`src/periodic_timer_params.svh`:
```
// Constants of the periodic timer: offsets, fields, resets, divider counts
// What this block does
// - Ten-bit up-counter compared by comparators A and P over all bits.
// - Counter clears only by run-bit rise, overflow or selected match clear.
// - Counter clear by overflow or match raises a timer request flag.
// - Pause bit seven holds the count; counting resumes when it drops.
// - Clock select picks sys/4, sys, hs/16, hs/64 or sub; 110, 111 reserved.
// - Run bit three: rise zeroes counter, fall keeps the value.
// - Run rise returns output pin to its initial level in output modes.
// - Compare mode: A match keeps, drives low, drives high or toggles pin.
// - PWM modes: force inactive, force active, PWM, single pulse.
// - Output control sets initial level, PWM polarity, pulse start level.
// - Output invert bit two inverts the pin, except in timer mode.
// - Clear select in compare and timer modes: one clears on A, zero on P or overflow.
// - Count readable as a pair; A and P held in pairs of ten bits.
// - Bits two to zero of control zero read as zero.
// - No external clock pin; counter clock only from internal sources.
// - In compare and timer modes, clear select one raises only the A flag.
// - A value zero: count wraps at 3ff without an A flag.
// - PWM period is P clocks, zero meaning 1024; A sets the duty.
// - PWM raises a flag on every A match and, except in single pulse, every P match.
`ifndef PERIODIC_TIMER_PARAMS_SVH
`define PERIODIC_TIMER_PARAMS_SVH

// ==========================================================
// Register word indices
`define PT_IDX_CTRL0    4'h0
`define PT_IDX_CTRL1    4'h1
`define PT_IDX_CNT_LO   4'h2
`define PT_IDX_CNT_HI   4'h3
`define PT_IDX_CMPA_LO  4'h4
`define PT_IDX_CMPA_HI  4'h5
`define PT_IDX_CMPP_LO  4'h6
`define PT_IDX_CMPP_HI  4'h7
`define PT_IDX_FLAGS    4'h8

// ==========================================================
// Field positions
`define PT_C0_PAUSE     7
`define PT_C0_CSEL_HI   6
`define PT_C0_CSEL_LO   4
`define PT_C0_RUN       3
`define PT_C1_MODE_HI   7
`define PT_C1_MODE_LO   6
`define PT_C1_PF_HI     5
`define PT_C1_PF_LO     4
`define PT_C1_OC        3
`define PT_C1_INV       2
`define PT_C1_CLRSEL    0
`define PT_FL_A         0
`define PT_FL_P         1

// ==========================================================
// Reset values
`define PT_CTRL0_RST    8'h00
`define PT_CTRL1_RST    8'h00
`define PT_CMP_RST      10'h000
`define PT_CNT_MAX      10'h3ff

// ==========================================================
// Divider counts
`define PT_SYS_DIV_LAST 2'h3
`define PT_HS16_LAST    4'hf
`define PT_HS64_LAST    6'h3f

`endif

```
`src/periodic_timer_pkg.sv`:
```
// Types shared by the periodic timer files
`default_nettype none
package periodic_timer_pkg;

  // ==========================================================
  // Operating modes
  typedef enum logic [1:0] {
    MODE_CMP   = 2'b00,
    MODE_UNDEF = 2'b01,
    MODE_PWM   = 2'b10,
    MODE_TC    = 2'b11
  } mode_t;

  // ==========================================================
  // Counter clock sources
  typedef enum logic [2:0] {
    CSEL_SYS4  = 3'b000,
    CSEL_SYS   = 3'b001,
    CSEL_HS16  = 3'b010,
    CSEL_HS64  = 3'b011,
    CSEL_SUB0  = 3'b100,
    CSEL_SUB1  = 3'b101,
    CSEL_RES0  = 3'b110,
    CSEL_RES1  = 3'b111
  } csel_t;

endpackage
`default_nettype wire

```
`src/count_clock_select.sv`:
```
// Counter clock enable generator and source selector
`include "periodic_timer_params.svh"
`default_nettype none
module count_clock_select (
  input  wire logic       i_sys_clk,
  input  wire logic       i_arst_n,
  input  wire logic       i_hs_tick,
  input  wire logic       i_sub_tick,
  input  wire logic [2:0] i_clock_select,
  output logic            o_count_tick
);

  logic [1:0] sys_div;
  logic [5:0] hs_div;
  logic       next_tick;

  // ==========================================================
  // Dividers
  always_ff @(posedge i_sys_clk or negedge i_arst_n) begin
    if (!i_arst_n) begin
      sys_div <= 2'h0;
    end else begin
      sys_div <= sys_div + 2'h1;
    end
  end

  always_ff @(posedge i_sys_clk or negedge i_arst_n) begin
    if (!i_arst_n) begin
      hs_div <= 6'h00;
    end else if (i_hs_tick) begin
      hs_div <= hs_div + 6'h01;
    end
  end

  // ==========================================================
  // Internal sources only, reserved codes give no tick
  always_comb begin
    unique case (periodic_timer_pkg::csel_t'(i_clock_select))
      periodic_timer_pkg::CSEL_SYS4:
        next_tick = (sys_div == `PT_SYS_DIV_LAST);
      periodic_timer_pkg::CSEL_SYS:  next_tick = 1'b1;
      periodic_timer_pkg::CSEL_HS16:
        next_tick = i_hs_tick && (hs_div[3:0] == `PT_HS16_LAST);
      periodic_timer_pkg::CSEL_HS64:
        next_tick = i_hs_tick && (hs_div == `PT_HS64_LAST);
      periodic_timer_pkg::CSEL_SUB0: next_tick = i_sub_tick;
      periodic_timer_pkg::CSEL_SUB1: next_tick = i_sub_tick;
      periodic_timer_pkg::CSEL_RES0: next_tick = 1'b0;
      periodic_timer_pkg::CSEL_RES1: next_tick = 1'b0;
    endcase
  end

  always_ff @(posedge i_sys_clk or negedge i_arst_n) begin
    if (!i_arst_n) begin
      o_count_tick <= 1'b0;
    end else begin
      o_count_tick <= next_tick;
    end
  end

endmodule
`default_nettype wire

```
`src/periodic_timer.sv`:
```
// Ten-bit periodic timer with Avalon-MM register slave
//
// Local design decisions: the placing of the registers and the Avalon-MM slave port.
`include "periodic_timer_params.svh"
`default_nettype none
module periodic_timer (
  input  wire logic        i_sys_clk,
  input  wire logic        i_arst_n,
  input  wire logic        i_hs_tick,
  input  wire logic        i_sub_tick,
  input  wire logic [3:0]  i_avs_address,
  input  wire logic        i_avs_read,
  input  wire logic        i_avs_write,
  input  wire logic [31:0] i_avs_writedata,
  input  wire logic [3:0]  i_avs_byteenable,
  output logic [31:0]      o_avs_readdata,
  output logic             o_avs_waitrequest,
  output logic             o_timer_output_pin,
  output logic             o_match_a_flag,
  output logic             o_match_p_flag
);

  // ==========================================================
  // Declarations
  logic        ack;
  logic        wr_go;
  logic        wr_lane;
  logic        pause_bit;
  logic [2:0]  clock_select;
  logic        run_bit;
  logic        run_q;
  logic [7:0]  periodic_timer_ctrl1;
  logic [9:0]  compare_a_value;
  logic [9:0]  compare_p_value;
  logic [9:0]  count;
  logic [10:0] cnt_inc;
  logic        count_tick;
  logic        start;
  logic        en;
  logic        hit_a;
  logic        hit_p;
  logic        set_a;
  logic        set_p;
  logic        hw_clr;
  logic        sp_stop;
  logic        pin_q;
  logic        level;
  logic        next_pin;
  logic        oc;
  logic        inv;
  logic        clr_sel;
  logic [1:0]  pin_fn;
  periodic_timer_pkg::mode_t mode;

  assign mode    = periodic_timer_pkg::mode_t'(periodic_timer_ctrl1[7:6]);
  assign pin_fn  = periodic_timer_ctrl1[`PT_C1_PF_HI:`PT_C1_PF_LO];
  assign oc      = periodic_timer_ctrl1[`PT_C1_OC];
  assign inv     = periodic_timer_ctrl1[`PT_C1_INV];
  assign clr_sel = periodic_timer_ctrl1[`PT_C1_CLRSEL];

  // ==========================================================
  // Read decode
  function automatic logic [7:0] read_reg(input logic [3:0] idx);
    logic [7:0] v;
    v = 8'h00;
    unique case (idx)
      `PT_IDX_CTRL0:   v = {pause_bit, clock_select, run_bit, 3'h0};
      `PT_IDX_CTRL1:   v = periodic_timer_ctrl1;
      `PT_IDX_CNT_LO:  v = count[7:0];
      `PT_IDX_CNT_HI:  v = {6'h00, count[9:8]};
      `PT_IDX_CMPA_LO: v = compare_a_value[7:0];
      `PT_IDX_CMPA_HI: v = {6'h00, compare_a_value[9:8]};
      `PT_IDX_CMPP_LO: v = compare_p_value[7:0];
      `PT_IDX_CMPP_HI: v = {6'h00, compare_p_value[9:8]};
      `PT_IDX_FLAGS:   v = {6'h00, o_match_p_flag, o_match_a_flag};
      default:         v = 8'h00;
    endcase
    return v;
  endfunction

  // ==========================================================
  // Avalon slave: one wait state on every access
  assign o_avs_waitrequest = (i_avs_read || i_avs_write) && !ack;
  assign wr_go   = i_avs_write && ack;
  assign wr_lane = wr_go && i_avs_byteenable[0];

  always_ff @(posedge i_sys_clk or negedge i_arst_n) begin
    if (!i_arst_n) begin
      ack <= 1'b0;
    end else begin
      ack <= (i_avs_read || i_avs_write) && !ack;
    end
  end

  always_ff @(posedge i_sys_clk or negedge i_arst_n) begin
    if (!i_arst_n) begin
      o_avs_readdata <= 32'h0000_0000;
    end else if (i_avs_read && !ack) begin
      o_avs_readdata <= {24'h00_0000, read_reg(i_avs_address)};
    end
  end

  // ==========================================================
  // Control register zero
  always_ff @(posedge i_sys_clk or negedge i_arst_n) begin
    if (!i_arst_n) begin
      pause_bit    <= 1'b0;
      clock_select <= 3'h0;
      run_bit      <= 1'b0;
    end else if (wr_lane && i_avs_address == `PT_IDX_CTRL0) begin
      pause_bit    <= i_avs_writedata[`PT_C0_PAUSE];
      clock_select <= i_avs_writedata[`PT_C0_CSEL_HI:`PT_C0_CSEL_LO];
      run_bit      <= i_avs_writedata[`PT_C0_RUN];
    end else if (sp_stop) begin
      run_bit      <= 1'b0;
    end
  end

  always_ff @(posedge i_sys_clk or negedge i_arst_n) begin
    if (!i_arst_n) begin
      run_q <= 1'b0;
    end else begin
      run_q <= run_bit;
    end
  end

  assign start = run_bit && !run_q;

  // ==========================================================
  // Control register one and compare pairs
  always_ff @(posedge i_sys_clk or negedge i_arst_n) begin
    if (!i_arst_n) begin
      periodic_timer_ctrl1 <= `PT_CTRL1_RST;
    end else if (wr_lane && i_avs_address == `PT_IDX_CTRL1) begin
      periodic_timer_ctrl1 <= i_avs_writedata[7:0];
    end
  end

  always_ff @(posedge i_sys_clk or negedge i_arst_n) begin
    if (!i_arst_n) begin
      compare_a_value <= `PT_CMP_RST;
    end else if (wr_lane && i_avs_address == `PT_IDX_CMPA_LO) begin
      compare_a_value[7:0] <= i_avs_writedata[7:0];
    end else if (wr_lane && i_avs_address == `PT_IDX_CMPA_HI) begin
      compare_a_value[9:8] <= i_avs_writedata[1:0];
    end
  end

  always_ff @(posedge i_sys_clk or negedge i_arst_n) begin
    if (!i_arst_n) begin
      compare_p_value <= `PT_CMP_RST;
    end else if (wr_lane && i_avs_address == `PT_IDX_CMPP_LO) begin
      compare_p_value[7:0] <= i_avs_writedata[7:0];
    end else if (wr_lane && i_avs_address == `PT_IDX_CMPP_HI) begin
      compare_p_value[9:8] <= i_avs_writedata[1:0];
    end
  end

  // ==========================================================
  // Counter clock
  count_clock_select u_clk_sel (
    .i_sys_clk      (i_sys_clk),
    .i_arst_n       (i_arst_n),
    .i_hs_tick      (i_hs_tick),
    .i_sub_tick     (i_sub_tick),
    .i_clock_select (clock_select),
    .o_count_tick   (count_tick)
  );

  // ==========================================================
  // Comparators
  assign en      = count_tick && run_bit && !pause_bit && !start;
  assign cnt_inc = {1'b0, count} + 11'h001;
  assign hit_a   = en && (compare_a_value != `PT_CMP_RST)
                   && (cnt_inc[9:0] == compare_a_value);
  assign hit_p   = en && ((compare_p_value == `PT_CMP_RST) ? cnt_inc[10]
                   : (cnt_inc[9:0] == compare_p_value));

  always_comb begin
    set_a   = hit_a;
    set_p   = hit_p;
    hw_clr  = 1'b0;
    sp_stop = 1'b0;
    unique case (mode)
      periodic_timer_pkg::MODE_CMP,
      periodic_timer_pkg::MODE_TC: begin
        if (clr_sel) begin
          hw_clr = hit_a;
          set_p  = 1'b0;
        end else begin
          hw_clr = hit_p;
        end
      end
      periodic_timer_pkg::MODE_PWM: begin
        if (pin_fn == 2'b11) begin
          sp_stop = hit_a;
          set_p   = 1'b0;
        end else begin
          hw_clr = hit_p;
        end
      end
      periodic_timer_pkg::MODE_UNDEF: begin
        set_a = 1'b0;
        set_p = 1'b0;
      end
    endcase
  end

  // ==========================================================
  // Counter
  always_ff @(posedge i_sys_clk or negedge i_arst_n) begin
    if (!i_arst_n) begin
      count <= 10'h000;
    end else if (start) begin
      count <= 10'h000;
    end else if (hw_clr) begin
      count <= 10'h000;
    end else if (en) begin
      count <= cnt_inc[9:0];
    end
  end

  // ==========================================================
  // Match flags, write one to clear, set wins
  always_ff @(posedge i_sys_clk or negedge i_arst_n) begin
    if (!i_arst_n) begin
      o_match_a_flag <= 1'b0;
      o_match_p_flag <= 1'b0;
    end else begin
      if (set_a) begin
        o_match_a_flag <= 1'b1;
      end else if (wr_lane && i_avs_address == `PT_IDX_FLAGS
                   && i_avs_writedata[`PT_FL_A]) begin
        o_match_a_flag <= 1'b0;
      end
      if (set_p) begin
        o_match_p_flag <= 1'b1;
      end else if (wr_lane && i_avs_address == `PT_IDX_FLAGS
                   && i_avs_writedata[`PT_FL_P]) begin
        o_match_p_flag <= 1'b0;
      end
    end
  end

  // ==========================================================
  // Compare-match pin state
  always_ff @(posedge i_sys_clk or negedge i_arst_n) begin
    if (!i_arst_n) begin
      pin_q <= 1'b0;
    end else if (start) begin
      pin_q <= oc;
    end else if (set_a && mode == periodic_timer_pkg::MODE_CMP) begin
      unique case (pin_fn)
        2'b00: pin_q <= pin_q;
        2'b01: pin_q <= 1'b0;
        2'b10: pin_q <= 1'b1;
        2'b11: pin_q <= !pin_q;
      endcase
    end
  end

  // ==========================================================
  // Pin level per mode
  always_comb begin
    level = pin_q;
    if (mode == periodic_timer_pkg::MODE_PWM) begin
      unique case (pin_fn)
        2'b00: level = !oc;
        2'b01: level = oc;
        2'b10: level = (count < compare_a_value) ? oc : !oc;
        2'b11: level = run_bit ? oc : !oc;
      endcase
    end
    if (mode == periodic_timer_pkg::MODE_TC) begin
      next_pin = 1'b0;
    end else begin
      next_pin = level ^ inv;
    end
  end

  always_ff @(posedge i_sys_clk or negedge i_arst_n) begin
    if (!i_arst_n) begin
      o_timer_output_pin <= 1'b0;
    end else begin
      o_timer_output_pin <= next_pin;
    end
  end
endmodule
`default_nettype wire

```
`config.mk`:
```
export PLATFORM = sky130hd
export DESIGN_NAME = periodic_timer
export DESIGN_NICKNAME = d
export VERILOG_FILES = /design/src/periodic_timer_pkg.sv /design/src/count_clock_select.sv /design/src/periodic_timer.sv
export VERILOG_INCLUDE_DIRS = /design/src
export SDC_FILE = /design/constraint.sdc
export NUM_CORES = 1
export LEC_CHECK = 0
export BUFFER_PORTS_ARGS = -buffer_cell sky130_fd_sc_hd__buf_2
export CAP_MARGIN = 20
export CORE_UTILIZATION = 51
export CTS_CLUSTER_DIAMETER = 200
export DETAILED_ROUTE_END_ITERATION = 16
export MAX_ROUTING_LAYER = met4
export PLACE_DENSITY = 0.77
export SKIP_LAST_GASP = 1
export SYNTH_ARGS = -nofsm -noshare
export SYNTH_HDL_FRONTEND = slang
export SYNTH_SLANG_ARGS = --single-unit
export TNS_END_PERCENT = 50
```
`constraint.sdc`:
```
create_clock -name i_sys_clk -period 2.28 [get_ports i_sys_clk]
set_input_delay 0.456 -clock i_sys_clk [delete_from_list [all_inputs] [get_ports i_sys_clk]]
set_output_delay 0.456 -clock i_sys_clk [all_outputs]
set_load 0.005 [all_outputs]
```
==> results of run 1 <==
-- worst paths after layout --
path | start | end | slack (ps)
worst max-delay path | count[0] | pin_q | -250
worst min-delay path | i_arst_n | u_clk_sel.hs_div[0] | 110
max in group asynchronous | i_arst_n | count[2] | 1860
min in group i_sys_clk | i_hs_tick | u_clk_sel.hs_div[0] | 340
worst min register to register | u_clk_sel.sys_div[0] | u_clk_sel.sys_div[0] | 440
worst max register to register | count[0] | pin_q | -250
-- repair_timing --
item                                    4_1_cts  5_1_grt
gates resized for setup                      18        8
endpoints found under the setup margin       14       14
buffers inserted                              3        5
pin swaps                                    10        8
cloned                                        1        0
-- area by class of cell --
cell class | instances | area (um2) | area share (%)
tap | 105 | 131 | 2.29
timing repair buffer | 135 | 962 | 16.8
clock buffer | 11 | 151 | 2.64
clock inverter | 5 | 67.6 | 1.18
sequential | 66 | 1660 | 28.9
multi-input combinational | 358 | 2680 | 46.8
inverter | 20 | 75.1 | 1.31
-- worst max-delay path, cell delays in order (launching register included) --
cell and delay (ps):
dfrtp_2 440, ha_4 200, and4b_4 200, a2111oi_4 350, nand4_1 200, buf_4 190
nor3_2 200, nand2_1 160, nor2_4 170, a31oi_1 90, o31ai_1 240
-- cells in the mapped netlist (4+ instances only) --
master	count	area share, %
dfrtp_1	66	37
nand2_1	41	3.4
buf_4	25	4.2
nor2_1	24	2.0
inv_1	20	1.7
mux2_2	19	4.8
ha_1	18	5.0
nand3_1	17	1.9
xnor2_1	15	2.9
o21ai_0	13	1.5
a22o_1	12	2.3
nor3_1	12	1.3
o21ai_1	10	1.1
xor2_1	10	2.0
buf_2	9	1.0
nor4_1	9	1.3
a21oi_1	8	0.90
a222oi_1	7	1.6
clkbuf_1	7	0.59
nand4_1	7	0.98
nor2b_1	7	0.98
mux2_1	6	1.5
a21o_1	5	0.84
a22oi_1	5	0.84
and2_1	5	0.70
o311ai_1	5	0.98
o31ai_1	5	0.84
a31oi_1	4	0.56
o211ai_1	4	0.67
-- cells by family after synthesis --
kind of cell | Yosys count | synth area share (%)
DFF | 66 | 36.9
muxes | 29 | 7.75
xor gates and xnor gates | 25 | 4.90
other | 1 | 0.0838
adders and majority gates | 18 | 5.04
buffers and inverters | 65 | 8.31
and+or+nand+nor | 152 | 18.6
AOI/OAI and AO/OA | 110 | 18.4
-- power by group --
part / switching [W] / internal [W]
registers: 0.000185 / 0.00135
clock network: 0.000541 / 0.000585
logic: 0.000556 / 0.000508
total: 0.00128 / 0.00245
-- placed cells by master, fill, tap and decap left out, types with 4 or more instances in the layout --
| cell type | synthesis | routed |
|---|---|---|
| xor2_1 | 10 | 8 |
| dfrtp_1 | 66 | 62 |
| nor2_1 | 24 | 22 |
| buf_4 | 25 | 101 |
| conb_1 | 1 | 24 |
| inv_1 | 20 | 19 |
| nor2b_1 | 7 | 7 |
| nor3_2 | 0 | 5 |
| nand3_1 | 17 | 16 |
| buf_2 | 9 | 30 |
| o211ai_1 | 4 | 4 |
| a31oi_1 | 4 | 4 |
| nand2_1 | 41 | 41 |
| a22o_1 | 12 | 12 |
| nand4_1 | 7 | 7 |
| a222oi_1 | 7 | 7 |
| o311ai_1 | 5 | 4 |
| o21ai_1 | 10 | 11 |
| a21oi_1 | 8 | 8 |
| xnor2_1 | 15 | 15 |
| ha_1 | 18 | 16 |
| clkbuf_8 | 0 | 11 |
| o21ai_0 | 13 | 12 |
| nor3_1 | 12 | 7 |
| o31ai_1 | 5 | 5 |
| mux2_2 | 19 | 19 |
| mux2_1 | 6 | 6 |
| dfrtp_2 | 0 | 4 |
| a21o_1 | 5 | 5 |
| a22oi_1 | 5 | 5 |
| nor4_1 | 9 | 8 |
| and2_1 | 5 | 5 |
-- stage by stage --
step	total power (W)	hold WS [ps]	utilization [%]	setup TNS (ps)	setup slack, ps
detailed placement	0.00256	424	63.9	-3100	-355
floorplan	0.00213	160	-	-56.4	-22.9
global placement	0.00251	414	63.9	-2320	-261
CTS	0.00370	122	67.8	-2250	-222
finish	0.00373	110	68.6	-2720	-251
global route	0.00390	139	68.6	-4150	-369
-- flip-flops by register name, summed over array words and instances (netlist names), 2 cells and up --
signal and flops:
count 10, clock_select 3, o_avs_readdata 8, u_clk_sel.sys_div 2, compare_p_value 10, u_clk_sel.hs_div 6, compare_a_value 10, periodic_timer_ctrl1 8
-- metal layers --
metal / vias to the layer above / global-route usage [%] / share of wire (%)
met2: 206 / 48.1 / 46
met3: 31 / 5.58 / 8.1
met4: 0 / 14.7 / 2.8
met5: - / - / 0
li1: 1933 / - / -
met1: 2100 / 46.1 / 43
==> summary.md, run 1 <==
| Metric | Value |
|---|---|
| Status | `finished with violations` |
| Violations in the final reports | `setup timing` |
| Syn Area/Cell | `9.60 um2` |
| CP max FO | `6` |
| Worst Hold Class | `primary input to asynchronous set/reset pin` |
| Pin count of the biggest net entering global routing | `67` |
| Number of nets with antenna violations after routing | `0` |
| Wire length per cell after detailed routing | `20.0 um` |
| Depth of the CTS H-tree | `3` |
| Final Setup Violations | `14` |
| Share of the clock period used by the worst path | `111%` |
| Cell Area, Placed | `5330 um2` |
| Violation count after the first detailed-routing iteration | `451` |
| Final routed DRC violation total | `0` |
| Pre-antenna DRT Iters | `5` |
| Worst Max-Slew Pin Slew | `1140 ps` |
| Top achievable clock speed | `0.395 GHz` |
| Post-Place Cells | `675` |
| Static Leak | `2.67 nW` |
| Largest clock skew in the final design | `7.85 ps` |
| Post-synth ARST share | `100%` |
| # fillers | `662` |
| Final instance count without filler cells | `700` |
| Max Root-Sink Buffers | `2` |
| Clock period minus worst slack | `2530 ps` |
| Detailed placement HPWL | `10.2 mm` |
| Global-route wire length before repair | `21.6 mm` |
| Overall die width | `95.7 um` |
| Nets@finish | `654` |
| Hold Buf Count CTS | `0` |
| Setup repair after global routing missed its margin | `yes` |
| Number of buffers inserted during clock tree synthesis | `9` |
| Detailed-route wire length | `14.0 mm` |
| Count of cells along the worst register-to-register path | `10` |
| Final Hold Fails | `0` |
| Post-synthesis cell type count | `74` |
| Initial Utilization | `53.6%` |
| Cell chosen for the clock root | `clkbuf_8` |
| Instance count of the mapped netlist | `466` |
| Via count of the first global-routing pass | `4038` |
| Worst VDD drop | `0.659 mV` |
| Clock latency on the worst-skew pair | `350 ps` |
| Power density normalized to cell area | `651 nW/um2` |
| Kind of end point of the critical path | `register` |
| Number of rows in the core area | `33` |
| Vertical die dimension | `95.7 um` |
| Cell area after synthesis | `4470 um2` |
| Fin. max-slew vios | `0` |
| Number of antenna violations at the first check in global routing | `0` |
| Synthesis warning total | `0` |
| Post-synthesis register bit count | `66` |
| Clock transition time at the flip-flop clock pins of the worst setup and hold paths | `80 ps` |
| Clock tree from TritonCTS | `built` |
| Number of sinks on the clock net | `66` |
| Setup ws final | `-251 ps` |
| Final estimated routing congestion in global placement | `0.993` |
| Flip-flop cell with the highest count after synthesis | `dfrtp_1` |
| Global Route Usage Sum | `33.4%` |
| I/O pin total | `82` |
| EDFF count, synth | `0` |
| Number of input and output port buffers inserted | `30` |
| Vias per Instance | `6.10` |
| Max-cap violation count | `0` |
| Die Area | `9150 um2` |
| Number of antenna repair diodes | `0` |
| CP arrival | `2790 ps` |
| Nature of the critical path startpoint | `register` |
| Core Box Area | `8340 um2` |
| Overflow left after global routing | `0` |
| Number of vias after detailed routing | `4270` |
| Area of all placed cells without fillers | `5730 um2` |
| Fraction of layout instances using a drive strength above 1 | `35.3%` |
| Area grow syn2layout | `28.0%` |
| Start-to-end type of the worst setup path | `register to register` |
| Worst relative slew slack | `23.2%` |
| Post-synthesis sequential area ratio | `36.9%` |
| Data required time at the worst endpoint | `2540 ps` |
(Power assumes the default switching activity.)
==> run 2: changes to the inputs <==
--- a/config.mk
+++ b/config.mk
@@ -13,6 +13,7 @@
 export DETAILED_ROUTE_END_ITERATION = 16
 export MAX_ROUTING_LAYER = met4
 export PLACE_DENSITY = 0.77
+export RECOVER_POWER = 100
 export SKIP_LAST_GASP = 1
 export SYNTH_ARGS = -nofsm -noshare
 export SYNTH_HDL_FRONTEND = slang
==> run 2 against run 1 <==
  * The flow finishes with violations (capacitance limit, slew limit, setup timing)
  * Die area unchanged
  * Wire length increased by 0.26%
  * Worst setup slack improved by 4.1 ps
  * Combinational power about the same
  * Cell area decreased by 0.50%
  * Critical path depth unchanged
  * Clock power about the same
  * Final cell count increased by 0.14%
  * Non-clock buffer count unchanged
  * Sequential power about the same
  * Sequential share of layout area increased by 0.15 points
  * Global-route usage unchanged
  * Largest cell class unchanged
  * Largest power group unchanged
==> summary.md, run 2 (synthesis results as in run 1) <==
| Metric | Value |
|---|---|
| Worst Hold Class | `primary input to register` |
| Overall die width | `95.7 um (unchanged)` |
| Number of antenna violations at the first check in global routing | `0 (unchanged)` |
| CP arrival | `2830 ps (+40 ps)` |
| Power density normalized to cell area | `653 nW/um2 (+0.35%)` |
| Die Area | `9150 um2 (unchanged)` |
| Number of buffers inserted during clock tree synthesis | `9 (unchanged)` |
| Data required time at the worst endpoint | `2580 ps (+40 ps)` |
| Setup repair after global routing missed its margin | `yes` |
| Static Leak | `2.64 nW (-1.4%)` |
| Number of sinks on the clock net | `66 (unchanged)` |
| Kind of end point of the critical path | `register` |
| Most common library cell in the layout ignoring fill and taps | `buf_4` |
| Pin count of the biggest net entering global routing | `67 (unchanged)` |
| Worst reg2reg setup slack | `-250 ps (about the same)` |
| Cell chosen for the clock root | `clkbuf_8` |
| Final estimated routing congestion in global placement | `0.993 (unchanged)` |
| Max-cap violation count | `1 (+1)` |
| Final instance count without filler cells | `701 (+0.14%)` |
| Setup ws final | `-247 ps (+4.08 ps)` |
| Fin. max-slew vios | `67 (+67)` |
| # fillers | `670 (+1.2%)` |
| Wire length per cell after detailed routing | `20.0 um (+0.11%)` |
| Clock transition time at the flip-flop clock pins of the worst setup and hold paths | `80 ps (about the same)` |
| Initial Utilization | `53.6% (unchanged)` |
| Clock latency on the worst-skew pair | `360 ps (about the same)` |
| Number of vias after detailed routing | `4295 (+0.59%)` |
| Start-to-end type of the worst setup path | `register to register` |
| Area grow syn2layout | `27.4%` |
| Pre-antenna DRT Iters | `5 (unchanged)` |
| Worst relative slew slack | `-13.1% (-36 points)` |
| Final routed DRC violation total | `0 (unchanged)` |
| Hold Buf Count CTS | `0 (unchanged)` |
| Pre-CTS setup slack | `-355 ps (unchanged)` |
| Nature of the critical path startpoint | `register` |
| Violation count after the first detailed-routing iteration | `386 (-14%)` |
| Capture endpoint of the worst hold path | `u_clk_sel.hs_div[0]` |
| Via count of the first global-routing pass | `4038 (unchanged)` |
| CP max FO | `6 (unchanged)` |
| Fraction of layout instances using a drive strength above 1 | `34.1% (-1.2 points)` |
| I/O pin total | `82 (unchanged)` |
| Share of the clock period used by the worst path | `111% (-0.18 points)` |
| Post-Place Cells | `675 (unchanged)` |
| Vertical die dimension | `95.7 um (unchanged)` |
| Pwr Total | `0.00372 W (-0.16%)` |
| Core Box Area | `8340 um2 (unchanged)` |
| Top achievable clock speed | `0.396 GHz (+0.16%)` |
| Number of input and output port buffers inserted | `30 (unchanged)` |
| Start point of the worst hold path | `i_hs_tick` |
| Count of cells along the worst register-to-register path | `10 (unchanged)` |
| Registers with the highest flip-flop counts | `compare_a_value: 10 flops, compare_p_value: 10 flops, count: 10 flops` |
| Clock tree from TritonCTS | `built` |
| Overflow left after global routing | `0 (unchanged)` |
| Depth of the CTS H-tree | `3 (unchanged)` |
| Vias per Instance | `6.13 (+0.44%)` |
| Final Hold Fails | `0 (unchanged)` |
| Detailed-route wire length | `14.0 mm (+0.26%)` |
| Number of rows in the core area | `33 (unchanged)` |
| Number of nets with antenna violations after routing | `0 (unchanged)` |
| RR Endpoint | `count[8]` |
| Worst hold path depth | `2` |
| Top library cells by usage in the layout, fill and taps aside | `98 x buf_4, 62 x dfrtp_1, 41 x nand2_1` |
| Max Root-Sink Buffers | `2 (unchanged)` |
| Worst Max-Slew Pin Slew | `1700 ps (+560 ps)` |
| Final Setup Violations | `15 (+1)` |
| Global Route Usage Sum | `33.4% (unchanged)` |
| Clock period minus worst slack | `2530 ps (-4.08 ps)` |
| Violations in the final reports | `capacitance limit, slew limit, setup timing` |
| Largest clock skew in the final design | `11.4 ps (+3.59 ps)` |
| Launching point of the worst reg2reg path | `count[1]` |
| Share of the core filled with cells | `68.3% (-0.35 points)` |
| Status | `finished with violations` |
| Detailed placement HPWL | `10.2 mm (unchanged)` |
| Nets@finish | `654 (unchanged)` |
| Global-route wire length before repair | `21.6 mm (unchanged)` |
| Worst VDD drop | `0.659 mV (about the same)` |
run 2: metrics by stage:
step	hold WS [ps]	cell area, um2	TNS (ps)
final	340	5700	-2680
after global routing	335	5690	-4160
after CTS	122	5650	-2250
after detailed placement	424	5330	-3100
after global placement	414	5330	-2320
after floorplan	160	4610	-56.4
run 2: area by class of cell:
| class | instances | area (um2) | share of cell area, % |
|---|---|---|---|
| clock buffer | 11 | 151 | 2.66 |
| tap | 105 | 131 | 2.31 |
| multi-input combinational | 358 | 2680 | 47.1 |
| sequential | 66 | 1660 | 29.1 |
| antenna | 1 | 2.50 | 0.0439 |
| clock inverter | 5 | 67.6 | 1.19 |
| inverter | 20 | 75.1 | 1.32 |
| timing repair buffer | 135 | 931 | 16.3 |
run 2: timing repair:
item                       CTS  global route
hold endpoints to repair     0             0
setup endpoints to repair   14            14
buffers inserted             3             5
gates cloned                 1             0
pin swaps                   10             8
gates resized for setup     18             8
run 2: worst max-delay path by stage:
| stage | slack [ps] | end | depth (start not counted) | from |
|---|---|---|---|---|
| floorplan | -20 | count[4] | 10 | count[1] |
| global placement | -260 | count[8] | 10 | count[1] |
| detailed placement | -360 | pin_q | 10 | count[0] |
| CTS | -220 | count[4] | 10 | count[0] |
| global route | -370 | pin_q | 10 | count[0] |
| finish | -250 | count[8] | 10 | count[1] |
run 2: routing by layer:
metal / global-route usage [%] / vias to the layer above / wire length, um
met5: - / - / 0
met4: 14.7 / 0 / 325
met3: 5.58 / 27 / 1150
met2: 48.1 / 248 / 6450
met1: 46.1 / 2082 / 6080
li1: - / 1938 / -
run 2: critical path, stage by stage (launching register included):
cell and delay [ps]:
dfrtp_2 380, buf_4 150, and3_2 310, nand4_1 140, a21o_1 210, and4b_4 210
o2111ai_2 100, a31oi_4 150, buf_6 170, or4b_1 440, a21bo_1 190
run 2: power breakdown:
group / switching [W] / internal [W]
combinational: 0.000556 / 0.000503
sequential: 0.000184 / 0.00135
clock: 0.000541 / 0.000585
==> run 3: changes to the inputs <==
--- a/config.mk
+++ b/config.mk
@@ -14,6 +14,7 @@
 export MAX_ROUTING_LAYER = met4
 export PLACE_DENSITY = 0.77
 export RECOVER_POWER = 100
+export SETUP_SLACK_MARGIN = 0.1
 export SKIP_LAST_GASP = 1
 export SYNTH_ARGS = -nofsm -noshare
 export SYNTH_HDL_FRONTEND = slang
==> run 3 against run 2 <==
  * The flow still finishes with violations (capacitance limit, slew limit, setup timing)
  * Non-clock buffer count unchanged
  * Critical path depth unchanged
  * Combinational power about the same
  * First-iteration DRC count increased by 19%
  * Worst setup slack got worse by 120 ps
  * Total power decreased by 1.3%
  * Clock-buffer cell count decreased by 1
  * Utilization increased by 0.86 points
  * Die area unchanged
  * Sequential power about the same
  * Maximum frequency decreased by 4.6%
  * Sequential cell count unchanged
  * Largest cell class unchanged
==> summary.md, run 3 (synthesis results as in run 1) <==
| Metric | Value |
|---|---|
| CP max FO | `5 (-1)` |
| Top library cells by usage in the layout, fill and taps aside | `97 x buf_4, 61 x dfrtp_1, 41 x nand2_1` |
| Cell-internal power | `0.00241 W (-1.4%)` |
| Registers with the highest flip-flop counts | `compare_a_value: 10 flops, compare_p_value: 10 flops, count: 10 flops` |
| Top achievable clock speed | `0.378 GHz (-4.6%)` |
| Switching share of total power | `34.5% (+0.064 points)` |
| Most common library cell in the layout ignoring fill and taps | `buf_4` |
| Violation count after the first detailed-routing iteration | `461 (+19%)` |
| Share of the core filled with cells | `69.2% (+0.86 points)` |
| Max Root-Sink Buffers | `2 (unchanged)` |
| Number of antenna repair diodes | `0 (-1)` |
| Detailed-route wire length | `14.0 mm (+0.11%)` |
| Pwr Total | `0.00367 W (-1.3%)` |
| Power density normalized to cell area | `637 nW/um2 (-2.5%)` |
| GR Layer Usage met1 | `42.3% (-3.8 points)` |
| Final instance count without filler cells | `700 (-0.14%)` |
| Worst relative slew slack | `-2.67% (+10 points)` |
| Initial Utilization | `53.6% (unchanged)` |
| Final estimated routing congestion in global placement | `0.944 (-4.9%)` |
| Final Setup Violations | `14 (-1)` |
| Worst Max-Slew Pin Slew | `1540 ps (-156 ps)` |
| Clock transition time at the flip-flop clock pins of the worst setup and hold paths | `80 ps (about the same)` |
| Worst reg2reg setup slack | `-370 ps (-120 ps)` |
| Number of antenna violations at the first check in global routing | `0 (unchanged)` |
| Number of buffers inserted during clock tree synthesis | `9 (unchanged)` |
| Fraction of layout instances using a drive strength above 1 | `35.3% (+1.2 points)` |
| RR Endpoint | `count[2]` |
| Data required time at the worst endpoint | `2530 ps (-50 ps)` |
| Global Route met2 Usage | `50.5% (+2.4 points)` |
| Portion of total power attributed to the clock network | `28.5% (-1.8 points)` |
| Cell chosen for the clock root | `clkbuf_8` |
| Max-cap violation count | `1 (unchanged)` |
| Core Box Area | `8340 um2 (unchanged)` |
| Number of vias after detailed routing | `4322 (+0.63%)` |
| Nature of the critical path startpoint | `register` |
| Via count of the first global-routing pass | `4298 (+6.4%)` |
| Number of nets with antenna violations after routing | `0 (unchanged)` |
| CP arrival | `2890 ps (+60 ps)` |
| Overall die width | `95.7 um (unchanged)` |
| Sequential fraction of design power | `42.1% (+0.8 points)` |
| Clock tree from TritonCTS | `built` |
| Global Route Usage Sum | `33.7% (+0.28 points)` |
| Largest clock skew in the final design | `14.5 ps (+3.04 ps)` |
| Setup ws final | `-368 ps (-120 ps)` |
| Count of cells along the worst register-to-register path | `10 (unchanged)` |
| Post-Place Cells | `670 (-0.74%)` |
| # fillers | `635 (-5.2%)` |
| Vertical die dimension | `95.7 um (unchanged)` |
| Wire length per cell after detailed routing | `20.0 um (+0.26%)` |
| Clock latency on the worst-skew pair | `360 ps (about the same)` |
| Clock period minus worst slack | `2650 ps (+120 ps)` |
| Setup repair after global routing missed its margin | `yes` |
| Number of rows in the core area | `33 (unchanged)` |
| Setup total negative slack | `-3640 ps (-955 ps)` |
| Final Hold Fails | `0 (unchanged)` |
| Fin. max-slew vios | `23 (-66%)` |
| Worst hold path depth | `2 (unchanged)` |
| Number of input and output port buffers inserted | `30 (unchanged)` |
| Violations in the final reports | `capacitance limit, slew limit, setup timing` |
| Kind of end point of the critical path | `register` |
| Nets@finish | `654 (unchanged)` |
| Number of sinks on the clock net | `66 (unchanged)` |
| Global routing's busiest layer | `met2` |
| Final routed DRC violation total | `0 (unchanged)` |
| Worst VDD drop | `0.533 mV (-19%)` |
| Worst Hold Class | `primary input to register` |
| Launching point of the worst reg2reg path | `count[1]` |
| Static Leak | `2.68 nW (+1.6%)` |
| Worst slack on hold paths | `337 ps (-3.39 ps)` |
| Area grow syn2layout | `29.0%` |
| Global-route wire length before repair | `22.0 mm (+1.7%)` |
| Capture endpoint of the worst hold path | `u_clk_sel.hs_div[0]` |
| Detailed placement HPWL | `10.3 mm (+0.85%)` |
| Vias per Instance | `6.17 (+0.77%)` |
| I/O pin total | `82 (unchanged)` |
| Pre-antenna DRT Iters | `6 (+1)` |
| Pin count of the biggest net entering global routing | `25 (-63%)` |
| Start point of the worst hold path | `i_hs_tick` |
| Die Area | `9150 um2 (unchanged)` |
| Depth of the CTS H-tree | `3 (unchanged)` |
| Combinational Power Share | `29.4% (+0.9 points)` |
| Overflow left after global routing | `0 (unchanged)` |
| Met3 usage in global routing | `8.69% (+3.1 points)` |
| Start-to-end type of the worst setup path | `register to register` |
| Reported net switching power | `0.00127 W (-1.1%)` |
| Share of the clock period used by the worst path | `116% (+5.3 points)` |
| Status | `finished with violations` |
-- run 3: cell types whose count changed in the layout (fill, tap and decap cells not counted), moves of 2 or more --
cell	before	now
a31oi_1	4	2
inv_6	3	1
clkinv_2	0	2
clkbuf_1	7	1
and2_0	2	0
nor3_1	7	10
buf_6	3	7
o21ai_0	15	11
nor3_2	5	2
buf_2	24	29
clkbuf_2	3	0
and2_1	3	5
o21ai_1	8	11
-- run 3: metrics by stage --
| step | setup slack, ps | cell area [um2] |
|---|---|---|
| finish | -368 | 5770 |
| global route | -453 | 5770 |
| CTS | -284 | 5650 |
| detailed placement | -395 | 5290 |
| global placement | -325 | 5290 |
| floorplan | -22.9 | 4610 |
-- run 3: per-layer routing --
layer | wire, um | share of wire, % | vias up
met5 | 0 | 0 | -
met4 | 564 | 4.0 | 0
met3 | 1410 | 10 | 63
met2 | 6480 | 46 | 269
met1 | 5560 | 40 | 2054
li1 | - | - | 1936
-- run 3: final cells by class --
type	instances	area, um2	area share (%)
timing repair buffer	135	976	16.9
sequential	66	1660	28.7
clock buffer	10	138	2.39
inverter	20	77.6	1.34
multi-input combinational	358	2720	47.2
tap	105	131	2.28
clock inverter	6	65.1	1.13
-- run 3: what timing repair did --
action	4_1_cts	5_1_grt
hold buffers	0	0
setup endpoints to repair	14	15
gates cloned	1	0
setup buffers	11	3
resized for setup	19	19
pin swaps	9	17
-- run 3: worst max path at each step --
stage | from | to | slack, ps | depth (start not counted)
after CTS | count[0] | count[4] | -280 | 10
after global placement | count[0] | count[4] | -330 | 11
final | count[1] | count[2] | -370 | 10
after floorplan | count[1] | count[4] | -20 | 10
after global routing | count[0] | count[2] | -450 | 11
after detailed placement | count[0] | count[4] | -390 | 11
-- run 3: power groups by stage --
stage	clock network [W]	registers (W)	logic, W
after floorplan	0	0.00152	0.000605
after global placement	0	0.00155	0.000936
after detailed placement	0	0.00156	0.000971
after CTS	0.00105	0.00154	0.00102
after global routing	0.00110	0.00157	0.00118
final	0.00105	0.00155	0.00108
-- run 3: worst max-delay path, cell delays in order, from the launching register on --
cell and delay, ps:
dfrtp_2 440, ha_4 280, xor2_2 170, a2111oi_4 330, nand4_1 190, nor3_2 230, nand3_2 140, a31oi_4 290
buf_6 160, o311ai_1 90, a22o_1 210
